--- config.mk ---
export PLATFORM = sky130hd
export DESIGN_NAME = ddr2_command_strobe_pins
export DESIGN_NICKNAME = d
export VERILOG_FILES = /design/src/design/ddr2_pin_pkg.sv /design/src/design/beat_buffer.sv /design/src/design/ddr2_command_strobe_pins.sv /design/src/design/pin_sync.sv
export VERILOG_INCLUDE_DIRS = /design/src /design/src/design
export SDC_FILE = /design/constraint.sdc
export NUM_CORES = 1
export LEC_CHECK = 0
export BUFFER_PORTS_ARGS = -buffer_cell sky130_fd_sc_hd__buf_2
export CAP_MARGIN = 20
export CORE_MARGIN = 10
export CORE_UTILIZATION = 56
export CTS_CLUSTER_SIZE = 20
export DETAILED_ROUTE_END_ITERATION = 12
export GPL_ROUTABILITY_DRIVEN = 0
export PLACE_DENSITY = 0.93
export SLEW_MARGIN = 40
export SYNTH_ARGS = -nofsm -noshare
export SYNTH_HDL_FRONTEND = slang
export SYNTH_SLANG_ARGS = --single-unit
--- constraint.sdc ---
create_clock -name clk_in -period 4 [get_ports clk_in]
set_clock_uncertainty 0.15 [all_clocks]
set_input_delay 0.4 -clock clk_in [delete_from_list [all_inputs] [get_ports clk_in]]
set_output_delay 0.4 -clock clk_in [all_outputs]
set_load 0.01 [all_outputs]
--- src/design/ddr2_pin_map.svh ---
// Constants for the DDR2 pin-level command and strobe block.
// Assumes inclusion by bare name from design and verification files.
`ifndef DDR2_PIN_MAP_SVH
`define DDR2_PIN_MAP_SVH

// ---------------------------------------------------------------
// Pin widths and sampled bundle layout
// ---------------------------------------------------------------
`define ADDR_W            13
`define BANK_W            2
`define DQ_W              8
`define PIN_BUNDLE_W      31
`define SYNC_STAGES       2

// ---------------------------------------------------------------
// Extended mode register one
// ---------------------------------------------------------------
`define BANK_EXT_ONE         2'h1
`define EXT_ONE_DIFF_OFF_BIT 10
`define EXT_ONE_RD_STB_BIT   11
`define STROBE_DIFF_RST      1'h1
`define RD_STB_EN_RST        1'h0

// ---------------------------------------------------------------
// Read burst
// ---------------------------------------------------------------
`define BURST_BEATS       3'h4
`define BEAT_ZERO         3'h0
`define BEAT_ONE          3'h1
`define DQ_RST            8'h00

`endif

--- src/design/ddr2_pin_pkg.sv ---
// Types for the DDR2 pin-level command and strobe block.
// Assumes nothing beyond a SystemVerilog compiler.
package ddr2_pin_pkg;

   // ---------------------------------------------------------------
   // Command code: {row strobe, column strobe, write enable}, low true
   // ---------------------------------------------------------------
   typedef enum logic [2:0]
   {
      cmd_mode_set  = 3'h0,
      cmd_refresh   = 3'h1,
      cmd_precharge = 3'h2,
      cmd_activate  = 3'h3,
      cmd_write     = 3'h4,
      cmd_read      = 3'h5,
      cmd_terminate = 3'h6,
      cmd_nop       = 3'h7
   } cmd_e;

   // ---------------------------------------------------------------
   // Read burst sequencer, one-hot
   // ---------------------------------------------------------------
   typedef enum logic [2:0]
   {
      rd_idle  = 3'h1,
      rd_burst = 3'h2,
      rd_post  = 3'h4
   } rd_state_e;

endpackage

--- src/design/beat_buffer.sv ---
// Two-entry buffer with valid and ready on both sides.
// Assumes push and pop share clk_in.
`timescale 1ns/1ps
module beat_buffer
#(
   parameter int W = 9
)
(
   input  wire logic         clk_in,
   input  wire logic         rst_n_in,
   input  wire logic         in_valid_in,
   input  wire logic [W-1:0] in_data_in,
   output logic              in_ready_out,
   output logic              out_valid_out,
   output logic      [W-1:0] out_data_out,
   input  wire logic         out_ready_in
);

   logic [W-1:0] slot [2];
   logic [W-1:0] next_slot [2];
   logic [1:0]   count;
   logic [1:0]   next_count;
   logic         push;
   logic         pop;

   assign in_ready_out  = (count != 2'h2);
   assign out_valid_out = (count != 2'h0);
   assign out_data_out  = slot[0];
   assign push          = in_valid_in && in_ready_out;
   assign pop           = out_valid_out && out_ready_in;

   // Slot 0 is always the head; a pop shifts slot 1 down
   always_comb
   begin
      next_slot[0] = slot[0];
      next_slot[1] = slot[1];
      next_count   = count;
      if (pop)
      begin
         next_slot[0] = slot[1];
      end
      if (push)
      begin
         if (count == 2'h0 || (count == 2'h1 && pop))
            next_slot[0] = in_data_in;
         else
            next_slot[1] = in_data_in;
      end
      next_count = 2'(count + {1'b0, push} - {1'b0, pop});
   end

   // Storage registers
   always_ff @(posedge clk_in or negedge rst_n_in)
   begin
      if (!rst_n_in)
      begin
         slot[0] <= '0;
         slot[1] <= '0;
         count   <= 2'h0;
      end
      else
      begin
         slot[0] <= next_slot[0];
         slot[1] <= next_slot[1];
         count   <= next_count;
      end
   end

endmodule

--- src/design/ddr2_command_strobe_pins.sv ---
// DDR2 pin-level command decode, clock gating, write masking and strobes.
// Assumes all pin inputs are asynchronous to clk_in; the link clock is
// sampled, so it must be far slower than clk_in (125 ns against 5 ns).
// How it works
// - Complement strobe used only if disable bit zero
// - Chip select high masks the whole command
// - Row, column, write strobes form command code
// - Masked write beats stored with keep flag clear
// - Mask sampled on both strobe edges
// - Read strobe enabled by extended register bit
// - Shared pin drives only with read data
// - Read strobe on disables write masking
// - Complement read strobe needs both modes on
// - Command inputs registered on link clock rising crossing
// - Read beats on both link clock crossings
// - Clock enable starts and stops internal clocking
// - Strobe driven by device only for reads
// - Read strobe edges aligned with data edges
`timescale 1ns/1ps
`include "ddr2_pin_map.svh"
module ddr2_command_strobe_pins
   import ddr2_pin_pkg::*;
(
   input  wire logic                clk_in,
   input  wire logic                rst_n_in,
   // Pins to and from the controller
   input  wire logic                link_clk_in,
   input  wire logic                cke_in,
   input  wire logic                cs_n_in,
   input  wire logic                ras_n_in,
   input  wire logic                cas_n_in,
   input  wire logic                we_n_in,
   input  wire logic [`BANK_W-1:0]  bank_in,
   input  wire logic [`ADDR_W-1:0]  addr_in,
   input  wire logic [`DQ_W-1:0]    dq_in,
   output logic      [`DQ_W-1:0]    dq_out,
   output logic                     dq_oe_out,
   input  wire logic                dqs_in,
   output logic                     dqs_out,
   output logic                     dqs_oe_out,
   output logic                     dqs_n_out,
   output logic                     dqs_n_oe_out,
   input  wire logic                write_data_mask_in,
   output logic                     read_data_strobe_out,
   output logic                     read_data_strobe_oe_out,
   output logic                     read_data_strobe_n_out,
   output logic                     read_data_strobe_n_oe_out,
   // Array side: decoded commands
   output logic                     cmd_valid_out,
   output cmd_e                     cmd_code_out,
   output logic      [`BANK_W-1:0]  cmd_bank_out,
   output logic      [`ADDR_W-1:0]  cmd_addr_out,
   output logic                     clock_run_out,
   output logic                     strobe_diff_out,
   output logic                     read_strobe_en_out,
   // Array side: write beats
   output logic                     wr_valid_out,
   output logic      [`DQ_W-1:0]    wr_data_out,
   output logic                     wr_keep_out,
   input  wire logic                wr_ready_in,
   output logic                     wr_overrun_out,
   // Array side: read beats
   input  wire logic                rd_valid_in,
   input  wire logic [`DQ_W-1:0]    rd_data_in,
   output logic                     rd_ready_out
);

   // ---------------------------------------------------------------
   // Pin sampling
   // ---------------------------------------------------------------
   logic [`PIN_BUNDLE_W-1:0] pins_s;
   logic                     ck_s;
   logic                     cke_s;
   logic                     cs_n_s;
   logic [2:0]               cmd_s;
   logic [`BANK_W-1:0]       bank_s;
   logic [`ADDR_W-1:0]       addr_s;
   logic                     dqs_s;
   logic                     mask_s;
   logic [`DQ_W-1:0]         dq_s;

   // All pins share one synchroniser so the bundle keeps its alignment
   pin_sync #(.W(`PIN_BUNDLE_W)) u_sync
   (
      .clk_in   (clk_in),
      .rst_n_in (rst_n_in),
      .async_in ({link_clk_in, cke_in, cs_n_in, ras_n_in, cas_n_in, we_n_in,
                  bank_in, addr_in, dqs_in, write_data_mask_in, dq_in}),
      .sync_out (pins_s)
   );

   assign {ck_s, cke_s, cs_n_s, cmd_s, bank_s, addr_s, dqs_s, mask_s, dq_s} = pins_s;

   // ---------------------------------------------------------------
   // Edge detection
   // ---------------------------------------------------------------
   logic ck_d;
   logic dqs_d;
   logic ck_rise;
   logic ck_cross;
   logic dqs_edge;

   always_ff @(posedge clk_in or negedge rst_n_in)
   begin
      if (!rst_n_in)
      begin
         ck_d  <= 1'b0;
         dqs_d <= 1'b0;
      end
      else
      begin
         ck_d  <= ck_s;
         dqs_d <= dqs_s;
      end
   end

   assign ck_rise  = ck_s && !ck_d;
   assign ck_cross = ck_s != ck_d;
   assign dqs_edge = dqs_s != dqs_d;

   // ---------------------------------------------------------------
   // Command capture, clock enable and extended mode register one
   // ---------------------------------------------------------------
   logic               next_clock_run;
   logic               next_cmd_valid;
   cmd_e               next_cmd_code;
   logic [`BANK_W-1:0] next_cmd_bank;
   logic [`ADDR_W-1:0] next_cmd_addr;
   logic               next_strobe_diff;
   logic               next_read_strobe_en;
   logic               cmd_take;

   // Taken on a rising crossing with clocking on and rank selected
   assign cmd_take = ck_rise && clock_run_out && !cs_n_s;

   always_comb
   begin
      next_clock_run      = clock_run_out;
      next_cmd_valid      = 1'b0;
      next_cmd_code       = cmd_code_out;
      next_cmd_bank       = cmd_bank_out;
      next_cmd_addr       = cmd_addr_out;
      next_strobe_diff    = strobe_diff_out;
      next_read_strobe_en = read_strobe_en_out;
      if (ck_rise)
         next_clock_run = cke_s;
      if (cmd_take)
      begin
         next_cmd_valid = 1'b1;
         next_cmd_code  = cmd_e'(cmd_s);
         next_cmd_bank  = bank_s;
         next_cmd_addr  = addr_s;
         if (cmd_e'(cmd_s) == cmd_mode_set && bank_s == `BANK_EXT_ONE)
         begin
            next_strobe_diff    = !addr_s[`EXT_ONE_DIFF_OFF_BIT];
            next_read_strobe_en = addr_s[`EXT_ONE_RD_STB_BIT];
         end
      end
   end

   always_ff @(posedge clk_in or negedge rst_n_in)
   begin
      if (!rst_n_in)
      begin
         clock_run_out      <= 1'b0;
         cmd_valid_out      <= 1'b0;
         cmd_code_out       <= cmd_nop;
         cmd_bank_out       <= '0;
         cmd_addr_out       <= '0;
         strobe_diff_out    <= `STROBE_DIFF_RST;
         read_strobe_en_out <= `RD_STB_EN_RST;
      end
      else
      begin
         clock_run_out      <= next_clock_run;
         cmd_valid_out      <= next_cmd_valid;
         cmd_code_out       <= next_cmd_code;
         cmd_bank_out       <= next_cmd_bank;
         cmd_addr_out       <= next_cmd_addr;
         strobe_diff_out    <= next_strobe_diff;
         read_strobe_en_out <= next_read_strobe_en;
      end
   end

   // ---------------------------------------------------------------
   // Write beat capture
   // ---------------------------------------------------------------
   logic rd_active;
   logic beat_push;
   logic beat_keep;
   logic buf_ready;

   // The strobe belongs to the controller only while no read is driven
   assign beat_push = dqs_edge && !rd_active;
   // With the read strobe on, the shared pin is not a mask at all
   assign beat_keep = read_strobe_en_out || !mask_s;
   // A beat cannot be stalled on the pins; a full buffer is reported
   assign wr_overrun_out = beat_push && !buf_ready;

   beat_buffer #(.W(`DQ_W + 1)) u_wbuf
   (
      .clk_in        (clk_in),
      .rst_n_in      (rst_n_in),
      .in_valid_in   (beat_push),
      .in_data_in    ({beat_keep, dq_s}),
      .in_ready_out  (buf_ready),
      .out_valid_out (wr_valid_out),
      .out_data_out  ({wr_keep_out, wr_data_out}),
      .out_ready_in  (wr_ready_in)
   );

   // ---------------------------------------------------------------
   // Read burst sequencer and strobe drive
   // ---------------------------------------------------------------
   rd_state_e        state;
   rd_state_e        next_state;
   logic [2:0]       beats;
   logic [2:0]       next_beats;
   logic             next_dqs;
   logic [`DQ_W-1:0] next_dq;
   logic             read_cmd;

   assign read_cmd     = cmd_take && cmd_e'(cmd_s) == cmd_read;
   assign rd_active    = state != rd_idle;
   assign rd_ready_out = (state == rd_burst) && ck_cross;

   // Strobe toggles with each beat; it idles low from command to first beat
   always_comb
   begin
      next_state = state;
      next_beats = beats;
      next_dqs   = dqs_out;
      next_dq    = dq_out;
      unique case (state)
         rd_idle:
         begin
            next_dqs = 1'b0;
            if (read_cmd)
            begin
               next_state = rd_burst;
               next_beats = `BEAT_ZERO;
            end
         end
         rd_burst:
         begin
            if (ck_cross)
            begin
               next_dq    = rd_valid_in ? rd_data_in : dq_out;
               next_dqs   = !dqs_out;
               next_beats = 3'(beats + `BEAT_ONE);
               if (next_beats == `BURST_BEATS)
                  next_state = rd_post;
            end
         end
         rd_post:
         begin
            next_dqs = 1'b0;
            if (ck_cross)
               next_state = rd_idle;
         end
      endcase
   end

   always_ff @(posedge clk_in or negedge rst_n_in)
   begin
      if (!rst_n_in)
      begin
         state   <= rd_idle;
         beats   <= `BEAT_ZERO;
         dqs_out <= 1'b0;
         dq_out  <= `DQ_RST;
      end
      else
      begin
         state   <= next_state;
         beats   <= next_beats;
         dqs_out <= next_dqs;
         dq_out  <= next_dq;
      end
   end

   // Pin drivers: complements and the shared pin follow the true strobe
   assign dq_oe_out                 = rd_active;
   assign dqs_oe_out                = rd_active;
   assign dqs_n_out                 = !dqs_out;
   assign dqs_n_oe_out              = rd_active && strobe_diff_out;
   assign read_data_strobe_out      = dqs_out;
   assign read_data_strobe_oe_out   = rd_active && read_strobe_en_out;
   assign read_data_strobe_n_out    = !dqs_out;
   assign read_data_strobe_n_oe_out = rd_active && read_strobe_en_out
                                      && strobe_diff_out;

   // ---------------------------------------------------------------
   // Assertions
   // ---------------------------------------------------------------
   a_cs_masks_cmd: assert property (@(posedge clk_in) disable iff (!rst_n_in)
      (ck_rise && cs_n_s) |=> !cmd_valid_out)
      else $error("command taken while chip select high");
   a_cmd_code_taken: assert property (@(posedge clk_in) disable iff (!rst_n_in)
      (ck_rise && !cs_n_s && clock_run_out) |=>
         (cmd_valid_out && cmd_code_out == cmd_e'($past(cmd_s))))
      else $error("command code not decoded from strobes");
   a_cke_gates_cmd: assert property (@(posedge clk_in) disable iff (!rst_n_in)
      (ck_rise && !cke_s) |=> (!clock_run_out ##1 !cmd_valid_out))
      else $error("clock enable low did not stop command intake");
   a_cmd_on_rise: assert property (@(posedge clk_in) disable iff (!rst_n_in)
      cmd_valid_out |-> $past(ck_rise))
      else $error("command registered off the rising crossing");
   a_ext_one_strobe: assert property (@(posedge clk_in) disable iff (!rst_n_in)
      (cmd_take && cmd_e'(cmd_s) == cmd_mode_set && bank_s == `BANK_EXT_ONE)
         |=> (strobe_diff_out == !$past(addr_s[`EXT_ONE_DIFF_OFF_BIT])
              && read_strobe_en_out == $past(addr_s[`EXT_ONE_RD_STB_BIT])))
      else $error("extended mode register bits not applied");
   a_mask_keep: assert property (@(posedge clk_in) disable iff (!rst_n_in)
      (beat_push && buf_ready && !wr_valid_out) |=>
         (wr_valid_out && wr_keep_out == !$past(mask_s && !read_strobe_en_out)))
      else $error("write beat keep flag wrong");
   a_strobe_no_mask: assert property (@(posedge clk_in) disable iff (!rst_n_in)
      read_strobe_en_out |-> beat_keep)
      else $error("mask applied while read strobe enabled");
   a_shared_read_only: assert property (@(posedge clk_in) disable iff (!rst_n_in)
      read_data_strobe_oe_out |-> (rd_active && read_strobe_en_out && !beat_push))
      else $error("shared pin driven outside a read");
   a_comp_strobe_gated: assert property (@(posedge clk_in) disable iff (!rst_n_in)
      !strobe_diff_out |-> (!dqs_n_oe_out && !read_data_strobe_n_oe_out))
      else $error("complement strobe driven in single-ended mode");
   a_beat_on_cross: assert property (@(posedge clk_in) disable iff (!rst_n_in)
      (state == rd_burst && $changed(dqs_out)) |-> $past(ck_cross))
      else $error("read beat launched off a clock crossing");
   a_strobe_align: assert property (@(posedge clk_in) disable iff (!rst_n_in)
      ($changed(dq_out)) |-> $changed(dqs_out))
      else $error("read data moved without a strobe edge");
   a_mask_each_edge: assert property (@(posedge clk_in) disable iff (!rst_n_in)
      (!rd_active && dqs_s != dqs_d) |-> beat_push)
      else $error("strobe edge without a beat sample");

endmodule

--- src/design/pin_sync.sv ---
// Two-flop synchroniser for a bundle of pin inputs.
// Assumes the bundle changes slowly against clk_in.
`timescale 1ns/1ps
module pin_sync
#(
   parameter int W = 1
)
(
   input  wire logic         clk_in,
   input  wire logic         rst_n_in,
   input  wire logic [W-1:0] async_in,
   output logic      [W-1:0] sync_out
);

   logic [W-1:0] meta;
   logic [W-1:0] stable;

   // First stage is read only by the second stage
   always_ff @(posedge clk_in or negedge rst_n_in)
   begin
      if (!rst_n_in)
      begin
         meta   <= '0;
         stable <= '0;
      end
      else
      begin
         meta   <= async_in;
         stable <= meta;
      end
   end

   assign sync_out = stable;

endmodule

# Word-level counts from Yosys, hierarchy flattened
# Index checks and enable logic that the tools add are counted.
dict set report op_classes {
  add_sub_neg 3
  eq_ne 15
  muxes 15
  bitwise 1
  reduce_logical 33
}
# operator count
set ops {}
lappend ops {{9-bit two-way mux} 3}
lappend ops {{18-bit two-way mux} 1}
lappend ops {{3-bit two-way mux} 6}
lappend ops {{1-bit logical AND} 14}
lappend ops {{3-bit equality test, second input constant} 3}
lappend ops {{3-bit case mux with 3 select lines} 1}
lappend ops {{2-bit != test, second input constant} 4}
lappend ops {{1-bit zero test} 7}
lappend ops {{3-bit case mux with 2 select lines} 1}
lappend ops {{3-bit AND reduction} 2}
lappend ops {{2-bit by 1-bit equality test with 1-bit output, second input constant} 2}
lappend ops {{2-bit AND reduction} 2}
lappend ops {{4-bit AND reduction} 1}
lappend ops {{2-bit nonzero test} 2}
lappend ops {{3-bit by 1-bit adder with 3-bit output, second input constant} 1}
lappend ops {{3-bit by 1-bit equality test with 1-bit output, second input constant} 1}
lappend ops {{3-bit by 2-bit equality test with 1-bit output, second input constant} 1}
lappend ops {{3-bit zero test} 1}
lappend ops {{3-bit by 1-bit != test with 1-bit output, second input constant} 1}
lappend ops {{2-bit by 1-bit adder with 2-bit output} 1}
lappend ops {{2-bit zero test} 1}
lappend ops {{1-bit logical OR} 2}
lappend ops {{1-bit two-way mux} 2}
lappend ops {{1-bit != test} 2}
lappend ops {{5 further kinds} 5}
dict set report totals {
  ff_bits 121
  output_inout_bits 51
  wordCells 85
}

# Longest topological paths before layout
# Gate-level depths: netlist of the first run.
dict set report depth {
  word_depth 7
  depth_mapped 8
  ltp_nobuf 7
}

# Hierarchy
# A second synthesis of the first run with hierarchy kept.
dict set report hier_totals {
  hier_cells 299
  hier_area_um2 4292.9
}
# mod n_inst cells_each area_each_um2 seq_area_each_um2
set by_module_without_submodules {}
lappend by_module_without_submodules {ddr2_command_strobe_pins 1 166 1761.7 982.2}
lappend by_module_without_submodules {pin_sync 1 62 1551.5 1551.5}
lappend by_module_without_submodules {beat_buffer 1 71 979.7 500.5}

# Worst setup path after synthesis of the first run
# OpenSTA, ideal clock, no wires.
dict set report synth_timing {
  path_type {register to output}
  from {register state[0]}
  to {output read_data_strobe_n_oe_out}
  t_arrival_ps 1411
  setup_slack_ps 2039
  path_stages_with_launch 5
  cell_sequence {dfstp_2 > buf_4 > nor3b_4 > inv_1 > and3_1}
}
dict set report synth_via {
  elab_chain_cells 3
}
# item line
set synth_rtl {}
lappend synth_rtl {{start, declared} ddr2_command_strobe_pins.sv:215} ;# rd_state_e state;
lappend synth_rtl {{start signal, assigned} ddr2_command_strobe_pins.sv:268} ;# state <= rd_idle;
lappend synth_rtl {{start signal, assigned} ddr2_command_strobe_pins.sv:275} ;# state <= next_state;
lappend synth_rtl {{3-bit by 1-bit != test with 1-bit output} ddr2_command_strobe_pins.sv:224} ;# assign rd_active = state != rd_idle;
lappend synth_rtl {{named net dq_oe_out} ddr2_command_strobe_pins.sv:37} ;# output logic dq_oe_out,
lappend synth_rtl {{1-bit logical AND} ddr2_command_strobe_pins.sv:290} ;# assign read_data_strobe_n_oe_out = rd_active && read_strobe_en_out
lappend synth_rtl {{1-bit logical AND} ddr2_command_strobe_pins.sv:291} ;# && strobe_diff_out;
lappend synth_rtl {{end, declared} ddr2_command_strobe_pins.sv:47} ;# output logic read_data_strobe_n_oe_out,
# The timed path passes the listed nets, and every way through them passes these cells.

# Worst setup path in the final report of the first run
dict set report layout_timing {
  from {register state[0]}
  to {output read_data_strobe_n_oe_out}
}
dict set report layout_via {
  elab_chain_cells 3
}
# item line
set layout_rtl {}
lappend layout_rtl {{3-bit by 1-bit != test with 1-bit output} ddr2_command_strobe_pins.sv:224}
lappend layout_rtl {{1-bit logical AND} ddr2_command_strobe_pins.sv:290}
lappend layout_rtl {{1-bit logical AND} ddr2_command_strobe_pins.sv:291}
# Every way passes these cells.

==> results of run 1 <==
critical path: cells and delay by family (launching register included):
family	cells	cell delay (ns)
AND/OR/NAND/NOR	2	0.65
flip-flops	1	0.62
buffers and inverters	2	0.32
state kept, by name, indices dropped and copies added (netlist names), 2 cells and up:
signal / count
beats: 3
u_sync.meta: 31
u_wbuf.slot: 9
dq_out: 8
cmd_code_out: 3
u_wbuf.out_data_out: 9
u_sync.sync_out: 31
u_wbuf.count: 2
cmd_addr_out: 13
state: 3
cmd_bank_out: 2
timing repair:
item / in CTS / in global routing
resized for setup: 0 / 0
hold buffers: 40 / 0
endpoints found under the hold margin: 131 / 0
metal layers:
metal | part of all wire [%] | routed length (µm)
met5 | 0 | 0
met1 | 35 | 3460
met4 | 3.5 | 342
met3 | 7.6 | 752
met2 | 54 | 5280
logic make-up after synthesis:
kind of cell / synth area share, %
compound gates: 3.27
buf+inv: 3.94
fa+ha+maj: 1.46
flops: 70.8
simple gates: 9.58
xor+xnor: 1.02
mux: 9.87
Yosys cell counts, types with 3 or more instances:
| cell | instances |
|---|---|
| dfrtp_1 | 116 |
| mux2i_1 | 4 |
| mux2_2 | 34 |
| ha_1 | 5 |
| xnor2_1 | 3 |
| a21oi_1 | 4 |
| nor2b_1 | 3 |
| nand2_1 | 59 |
| o21ai_0 | 4 |
| dfstp_2 | 5 |
| clkbuf_1 | 3 |
| buf_4 | 12 |
| inv_1 | 11 |
| nand2b_1 | 4 |
stage by stage:
step	util, %	power, W
3_5_place_dp	65.0	0.00201
6_report	78.5	0.00351
3_3_place_gp	65.0	0.00197
2_1_floorplan	-	0.00180
5_1_grt	78.5	0.00367
4_1_cts	78.4	0.00352
worst min path at each step:
stage	startpoint	to	slack, ns	depth (start not counted)
4_1_cts	rd_valid_in	dq_out[4]	0.19	3
6_report	u_sync.meta[4]	u_sync.sync_out[4]	0.20	0
5_1_grt	u_sync.meta[4]	u_sync.sync_out[4]	0.20	0
2_1_floorplan	rst_n_in	beats[0]	-0.05	0
3_3_place_gp	u_sync.meta[11]	u_sync.sync_out[11]	0.18	0
3_5_place_dp	u_sync.meta[4]	u_sync.sync_out[4]	0.19	0
power groups by stage:
| stage | clock network, W | registers [W] | logic (W) |
|---|---|---|---|
| finish | 0.00147 | 0.00150 | 0.000537 |
| global route | 0.00155 | 0.00152 | 0.000599 |
| CTS | 0.00149 | 0.00150 | 0.000534 |
| detailed placement | 0 | 0.00151 | 0.000497 |
| global placement | 0 | 0.00150 | 0.000474 |
| floorplan | 0 | 0.00152 | 0.000273 |
area by class of cell:
cell class | count | area (µm²)
Inverter | 11 | 41.3
Fill cell | 395 | 1580
Clock buffer | 17 | 414
Tap cell | 99 | 124
Sequential cell | 121 | 3030
Antenna cell | 1 | 2.50
Multi-Input combinational cell | 148 | 1080
Timing Repair Buffer | 135 | 890
Clock inverter | 15 | 166
==> summary.md, run 1 <==
| Metric | Value |
|---|---|
| Seq pwr share | `42.9%` |
| Critical-path cell list | `nor3b_4 > inv_1 > and3_1 > buf_2` |
| Element type at the critical path end | `output port` |
| Initial Util | `58.4%` |
| Top post-synthesis cells by area | `dfrtp_1, mux2_2, nand2_1, dfstp_2, buf_4` |
| Seq/Total Area, Yosys | `70.8%` |
| Core Rows | `31` |
| Die Span Y | `107 µm` |
| Pre-antenna DRT Iters | `4` |
| Layout area overhead | `34.3%` |
| Mapped Avg Cell Area | `14.3 µm²` |
| Fin area | `5750 µm²` |
| Slew Viols, Final | `0` |
| IO Count | `94` |
| Yosys warns | `0` |
| Die width | `107 µm` |
| DR DRC count | `0` |
| Worst Hold Slack | `0.198 ns` |
| DR vias | `2789` |
| Post-route ant nets | `0` |
| Critical Path End | `read_data_strobe_n_oe_out` |
| Switching Power | `0.000984 W` |
| Layout cell share with drive strength beyond 1 | `38.9%` |
| Final setup margin | `1.36 ns` |
| Slowest-stage cell, CP | `dfstp_2` |
| Clock sink total | `121` |
| M2 GR Usage | `32.7%` |
| Final std cells w/o fill | `547` |
| Total internal power | `0.00252 W` |
| Switching part of the total | `28.0%` |
| Total congestion overflow | `0` |
| RR Endpoint | `read_strobe_en_out` |
| Final min period | `2.64 ns` |
| Reg-to-reg slack, setup | `1.74 ns` |
| Max cap viols | `0` |
| Port buffer count | `93` |
| CTS buffer count | `17` |
| Highest ir drop seen on vdd | `0.591 mV` |
| Final-report setup violation count | `0` |
| Gr usage total | `18.3%` |
| Root Driver | `clkbuf_8` |
| CTS tree | `built` |
| H-tree levels | `4` |
| Relative slew slack | `51.8%` |
| Vias per cell | `5.10` |
| Final hold vios | `0` |
| Final wirelength | `9830 µm` |
| Critical path launch point type | `flop` |
| Final Cycle Share | `66.1%` |
| Global route hottest layer | `met2` |
| Leading cell type in the layout, fill and taps excluded | `dfrtp_1` |
| Vias in the first global route | `3209` |
| Clock buffer depth | `2` |
| Syn Inst Count | `299` |
| Netlist cell types | `38` |
| #FFs+latches synth | `121` |
| Top_reg_cell synth | `dfrtp_1` |
| Pwr/cell area | `610 nW/µm²` |
| Detailed Route Iter0 Violations | `124` |
| CP arrival | `2.09 ns` |
| Outcome | `finished, final reports clean` |
| Crit path max fanout | `10` |
| Mapped cell area | `4280 µm²` |
| CTS clk-pin slew, worst paths | `0.06 ns` |
| Clk_lat worst skew | `0.51 ns` |
| First-pass GRT wire length | `16100 µm` |
| Least-Margin Pin Slew | `0.723 ns` |
| Die area | `11500 µm²` |
| Post-DP Area | `4770 µm²` |
| Crit path kind | `reg2out` |
| HPWL after detailed placement | `5560 µm` |
| Critical Path Max Stage Delay | `0.62 ns` |
| Leakage | `2.89 nW` |
| Clock power share | `41.8%` |
| Layout net count | `482` |
| Yosys top cell area share | `67.8%` |
| Core Region | `7330 µm²` |
| Reg2Reg Launch Point | `ck_d` |
| M1 GR Usage | `17.3%` |
| Post-CTS Setup Bufs | `0` |
| Req. time, crit path | `3.45 ns` |
| Ys async rst share | `100%` |
| Combinational Power Share | `15.3%` |
| Most frequent cells in the layout | `dfrtp_1, buf_2, nand2_1` |
| Post-synth EDFFs | `0` |
| Largest net degree at the start of global routing | `99` |
| GR met3 Demand/Resource | `7.96%` |
| Placed cells | `474` |
| Synth area leader | `dfrtp_1` |
| Max Clk Rate | `378 MHz` |
| Critical Path Start | `state[0]` |
| Synth Net Count | `347` |
| Worst Reg-to-Reg Cells | `7` |
| Dpl ws | `1.81 ns` |
| Hold crit path type | `reg2reg` |
| RSZ-0062 raised after global routing | `false` |
| WL per Instance | `18.0 µm` |
| Fin Setup TNS | `0 ns` |
| Initial antenna violation count | `1` |
No activity file was read; power rests on OpenSTA's default activity.
==> run 2: changes to the inputs <==
--- a/config.mk
+++ b/config.mk
@@ -9,11 +9,11 @@
 export BUFFER_PORTS_ARGS = -buffer_cell sky130_fd_sc_hd__buf_2
 export CAP_MARGIN = 20
 export CORE_MARGIN = 10
-export CORE_UTILIZATION = 56
+export CORE_UTILIZATION = 48
 export CTS_CLUSTER_SIZE = 20
 export DETAILED_ROUTE_END_ITERATION = 12
 export GPL_ROUTABILITY_DRIVEN = 0
-export PLACE_DENSITY = 0.93
+export PLACE_DENSITY = 0.86
 export SLEW_MARGIN = 40
 export SYNTH_ARGS = -nofsm -noshare
 export SYNTH_HDL_FRONTEND = slang
==> constraint.sdc (replaced) <==
create_clock -name clk_in -period 2.15 [get_ports clk_in]
set_clock_uncertainty 0.15 [all_clocks]
set_input_delay 0.215 -clock clk_in [delete_from_list [all_inputs] [get_ports clk_in]]
set_output_delay 0.215 -clock clk_in [all_outputs]
set_load 0.01 [all_outputs]
==> summary.md, run 2 (synthesis results as in run 1) <==
| Metric | Value |
|---|---|
| Critical path launch point type | `flop` |
| Root Driver | `clkbuf_8` |
| Req. time, crit path | `1.78 ns` |
| First-pass GRT wire length | `15400 µm` |
| RR Endpoint | `u_wbuf.slot[1]` |
| Outcome | `finished, final reports clean` |
| Final wirelength | `9140 µm` |
| Post-DP Area | `4840 µm²` |
| Relative slew slack | `62.8%` |
| Element type at the critical path end | `output port` |
| Die Span Y | `114 µm` |
| Crit path kind | `reg2out` |
| Vias per cell | `4.76` |
| Critical Path End | `read_data_strobe_n_oe_out` |
| DR vias | `2708` |
| Reg2Reg Launch Point | `state[0]` |
| Gr usage total | `15.1%` |
| N_diodes | `0` |
| Switching part of the total | `28.6%` |
| Slowest-stage cell, CP | `dfstp_2` |
| Pwr/cell area | `1100 nW/µm²` |
| Detailed Route Iter0 Violations | `93` |
| Final std cells w/o fill | `569` |
| Total congestion overflow | `0` |
| CTS buffer count | `17` |
| RSZ-0062 raised after global routing | `true` |
| Fin area | `5900 µm²` |
| Port buffer count | `93` |
| Post-route ant nets | `0` |
| Critical-path cell list | `nor3b_4 > inv_2 > and3_1 > buf_2` |
| Core Region | `8720 µm²` |
| Total internal power | `0.00465 W` |
| Layout area overhead | `37.8%` |
| CTS clk-pin slew, worst paths | `0.06 ns` |
| Least-Margin Pin Slew | `0.558 ns` |
| Leading cell type in the layout, fill and taps excluded | `dfrtp_1` |
| Reg-to-reg slack, setup | `0.27 ns` |
| Seq pwr share | `42.7%` |
| Worst Reg-to-Reg Cells | `4` |
| Register Area | `3040 µm²` |
| Placed cells | `488` |
| Initial antenna violation count | `0` |
| Clock sink total | `121` |
| Clock power share | `41.3%` |
| Max cap viols | `0` |
| Slew Viols, Final | `0` |
| Crit path max fanout | `5` |
| Fin Setup TNS | `0 ns` |
| Hold crit path type | `in2reg` |
| PnR Total Power | `0.00651 W` |
| Final hold vios | `0` |
| Die width | `114 µm` |
| CTS tree | `built` |
| Final min period | `2.08 ns` |
| Post-layout util | `67.7%` |
| Final-report setup violation count | `0` |
| Initial Util | `49.1%` |
| Area of the multi-input gates | `1110 µm²` |
| Layout cell share with drive strength beyond 1 | `42.3%` |
| Max Clk Rate | `480 MHz` |
| Final Cycle Share | `96.9%` |
| Critical Path Max Stage Delay | `0.53 ns` |
| Combinational Power Share | `16.0%` |
| Critical Path Start | `state[0]` |
| Layout net count | `496` |
| Pre-antenna DRT Iters | `4` |
| Leakage | `2.96 nW` |
| CP arrival | `1.72 ns` |
| Vias in the first global route | `3059` |
| DR DRC count | `0` |
| Filler cells | `578` |
| IO Count | `94` |
| Core Rows | `34` |
| Die area | `13100 µm²` |
| Clock buffer depth | `2` |
| Switching Power | `0.00186 W` |
| WL per Instance | `16.1 µm` |
| Most frequent cells in the layout | `dfrtp_1, buf_2, nand2_1` |
| Clk_lat worst skew | `0.51 ns` |
| Largest net degree at the start of global routing | `44` |
| HPWL after detailed placement | `5930 µm` |
| H-tree levels | `4` |
| Highest ir drop seen on vdd | `0.721 mV` |
## run 2: cell types whose count changed in the layout (fill, tap and decap cells not counted), sizes merged
cell	previous run	this run
clkbuf	18	17
clkinv	4	2
buf	94	109
bufinv	2	1
inv	17	21
diode	1	0
clkinvlp	3	2
## run 2: layout make-up
cell class	instances	share of cell area, %
Clock inverter	15	2.63
Timing Repair Buffer	149	17.2
Inverter	11	0.700
Sequential cell	121	51.4
Multi-Input combinational cell	148	18.8
Clock buffer	17	7.02
Tap cell	108	2.29
## run 2: worst min path at each step
stage                start              end  slack, ns  cells after the start
4_1_cts        rd_valid_in        dq_out[2]      0.003                      3
3_5_place_dp      rst_n_in  u_sync.meta[14]       0.09                      1
5_1_grt        rd_valid_in        dq_out[3]       0.05                      3
6_report       rd_valid_in        dq_out[7]       0.03                      3
3_3_place_gp      rst_n_in  u_sync.meta[22]       0.08                      1
2_1_floorplan     rst_n_in         beats[0]      -0.23                      0
## run 2: worst max-delay path: cells and delay by family (launching register included)
| kind | cells | cell delay [ns] |
|---|---|---|
| buffers and inverters | 2 | 0.23 |
| flip-flops | 1 | 0.53 |
| AND/OR/NAND/NOR | 2 | 0.45 |
## run 2: repair_timing
item | in CTS | in global routing
pin swaps | 2 | 1
setup buffers | 5 | 4
resized for setup | 6 | 2
endpoints found under the hold margin | 156 | 0
setup endpoints to repair | 7 | 4
hold buffers | 40 | 0
## run 2: power groups by stage
stage          logic [W]  registers (W)  clock network, W
6_report         0.00104        0.00278           0.00269
5_1_grt          0.00117        0.00281           0.00286
4_1_cts          0.00105        0.00277           0.00273
3_5_place_dp    0.000966        0.00281                 0
3_3_place_gp    0.000923        0.00279                 0
2_1_floorplan   0.000509        0.00283                 0
## run 2: through the flow
| step | hold WS [ns] | setup WS (ns) |
|---|---|---|
| 6_report | 0.0318 | 0.0672 |
| 3_5_place_dp | 0.0921 | 0.174 |
| 4_1_cts | 0.00287 | 0.00609 |
| 5_1_grt | 0.0498 | -0.00925 |
| 2_1_floorplan | -0.231 | 0.223 |
| 3_3_place_gp | 0.0825 | 0.251 |
## run 2: layer usage
metal | share of wire (%) | GRT usage (%) | vias up | wire length (µm)
li1 | - | - | 1274 | -
met1 | 40 | 16.2 | 1338 | 3660
met2 | 53 | 25.4 | 84 | 4820
met3 | 5.7 | 5.87 | 12 | 519
met4 | 1.6 | 7.10 | 0 | 142
met5 | 0 | 0 | - | 0
==> run 3: changes to the inputs <==
==> constraint.sdc (replaced) <==
create_clock -name clk_in -period 2.15 [get_ports clk_in]
set_clock_uncertainty 0.15 [all_clocks]
set_input_delay 0.215 -clock clk_in [delete_from_list [all_inputs] [get_ports clk_in]]
set_output_delay 0.215 -clock clk_in [all_outputs]
set_load 0.02 [all_outputs]
==> summary.md, run 3 (synthesis results as in run 1) <==
| Metric | Value |
|---|---|
| CP delay by family, top | `flip-flops` |
| N_diodes | `0` |
| Clock sink total | `121` |
| DR DRC count | `0` |
| Initial antenna violation count | `0` |
| Filler cells | `589` |
| Placed cells | `486` |
| DR vias | `2707` |
| Critical-path cell list | `nor3b_4 > inv_2 > and3_4 > buf_4` |
| Total congestion overflow | `0` |
| Buf/Inv on CP | `2` |
| Least-Margin Pin Slew | `0.492 ns` |
| Core Rows | `34` |
| Relative slew slack | `67.2%` |
| WL per Instance | `16.5 µm` |
| Crit path kind | `reg2out` |
| Layout area overhead | `36.0%` |
| Outcome | `finished, final reports clean` |
| Hold crit path type | `in2reg` |
| Highest ir drop seen on vdd | `0.777 mV` |
| Post-route ant nets | `0` |
| CTS clk-pin slew, worst paths | `0.06 ns` |
| Max cap viols | `0` |
| Final min period | `2.06 ns` |
| Slew Viols, Final | `0` |
| Final wirelength | `9260 µm` |
| CTS buffer count | `17` |
| First-pass GRT wire length | `15500 µm` |
| Vias in the first global route | `3145` |
| H-tree levels | `4` |
| Largest net degree at the start of global routing | `47` |
| PnR Total Power | `0.00650 W` |
| Final std cells w/o fill | `562` |
| Detailed Route Iter0 Violations | `110` |
| Pre-antenna DRT Iters | `4` |
| Die width | `114 µm` |
| IO Count | `94` |
| Final Cycle Share | `95.8%` |
| Gr usage total | `15.2%` |
| Slowest-stage cell, CP | `dfstp_2` |
| Root Driver | `clkbuf_8` |
| Critical path launch point type | `flop` |
| Leakage | `2.91 nW` |
| Post-DP Area | `4820 µm²` |
| Element type at the critical path end | `output port` |
| Port buffer count | `93` |
| Req. time, crit path | `1.78 ns` |
| RSZ-0062 raised after global routing | `false` |
| Fin area | `5830 µm²` |
| Die Span Y | `114 µm` |
| Worst Hold Slack | `0.0220 ns` |
| Final-report setup violation count | `0` |
| Most frequent cells in the layout | `dfrtp_1, buf_2, nand2_1` |
| CP arrival | `1.69 ns` |
| HPWL after detailed placement | `6050 µm` |
| Initial Util | `49.1%` |
| Die area | `13100 µm²` |
| Max Clk Rate | `486 MHz` |
| Clock buffer depth | `2` |
| Pwr/cell area | `1120 nW/µm²` |
| Clk_lat worst skew | `0.51 ns` |
| Layout cell share with drive strength beyond 1 | `41.4%` |
| Core Region | `8720 µm²` |
| Fin Setup TNS | `0 ns` |
| Crit path max fanout | `6` |
| Vias per cell | `4.82` |
| Leading cell type in the layout, fill and taps excluded | `dfrtp_1` |
| Final hold vios | `0` |
| Layout net count | `489` |
| Critical Path Max Stage Delay | `0.54 ns` |
| CTS tree | `built` |
[run 3: final cells by class]
type	count	area [µm²]	share of cell area, %
tap	108	135	2.32
inverter	11	41.3	0.709
clock inverter	14	116	2.00
sequential	121	3040	52.1
clock buffer	18	428	7.35
timing repair buffer	142	968	16.6
multi-input combinational	148	1100	18.9
[run 3: final timing paths]
path,endpoint,slack [ns],from,cells past startpoint
max,read_data_strobe_n_oe_out,0.09,state[0],4
min,dq_out[3],0.02,rd_valid_in,3
max reg2reg,dq_out[5],0.19,ck_d,7
min reg2reg,u_sync.sync_out[9],0.20,u_sync.meta[9],0
max in group asynchronous,state[0],1.13,rst_n_in,3
min in group asynchronous,u_sync.meta[22],0.07,rst_n_in,2
[run 3: power breakdown]
group	total (W)	internal [W]	leakage, nW	switching [W]
sequential	0.00279	0.00257	1.45	0.000215
clock	0.00253	0.00147	0.257	0.00106
combinational	0.00118	0.000484	1.20	0.000697
[run 3: worst register-to-register path, stage by stage, from the launching register on]
cell	delay [ns]
dfrtp_1	0.36
inv_1	0.06
ha_2	0.31
nor4b_4	0.24
buf_4	0.14
buf_4	0.13
nand2_2	0.14
mux2_2	0.31
[run 3: metal layers]
layer | vias up | routed length [µm] | global-route usage [%]
li1 | 1266 | - | -
met1 | 1348 | 3520 | 16.1
met2 | 75 | 4990 | 26.2
met3 | 18 | 591 | 5.97
met4 | 0 | 157 | 6.43
met5 | - | 0 | 0
[run 3: stage by stage]
stage / setup WS [ns] / utilization (%)
after floorplan: 0.171 / -
after global placement: 0.214 / 55.3
after detailed placement: 0.135 / 55.3
after CTS: 0.00298 / 66.5
after global routing: 0.00435 / 66.8
final: 0.0909 / 66.8
[run 3: what timing repair did]
action | CTS | global route
endpoints found under the setup margin | 7 | 4
hold endpoints to repair | 156 | 0
pin swaps | 1 | 1
setup buffers | 3 | 1
resized for setup | 4 | 6
hold buffers | 40 | 0
cloned | 0 | 0
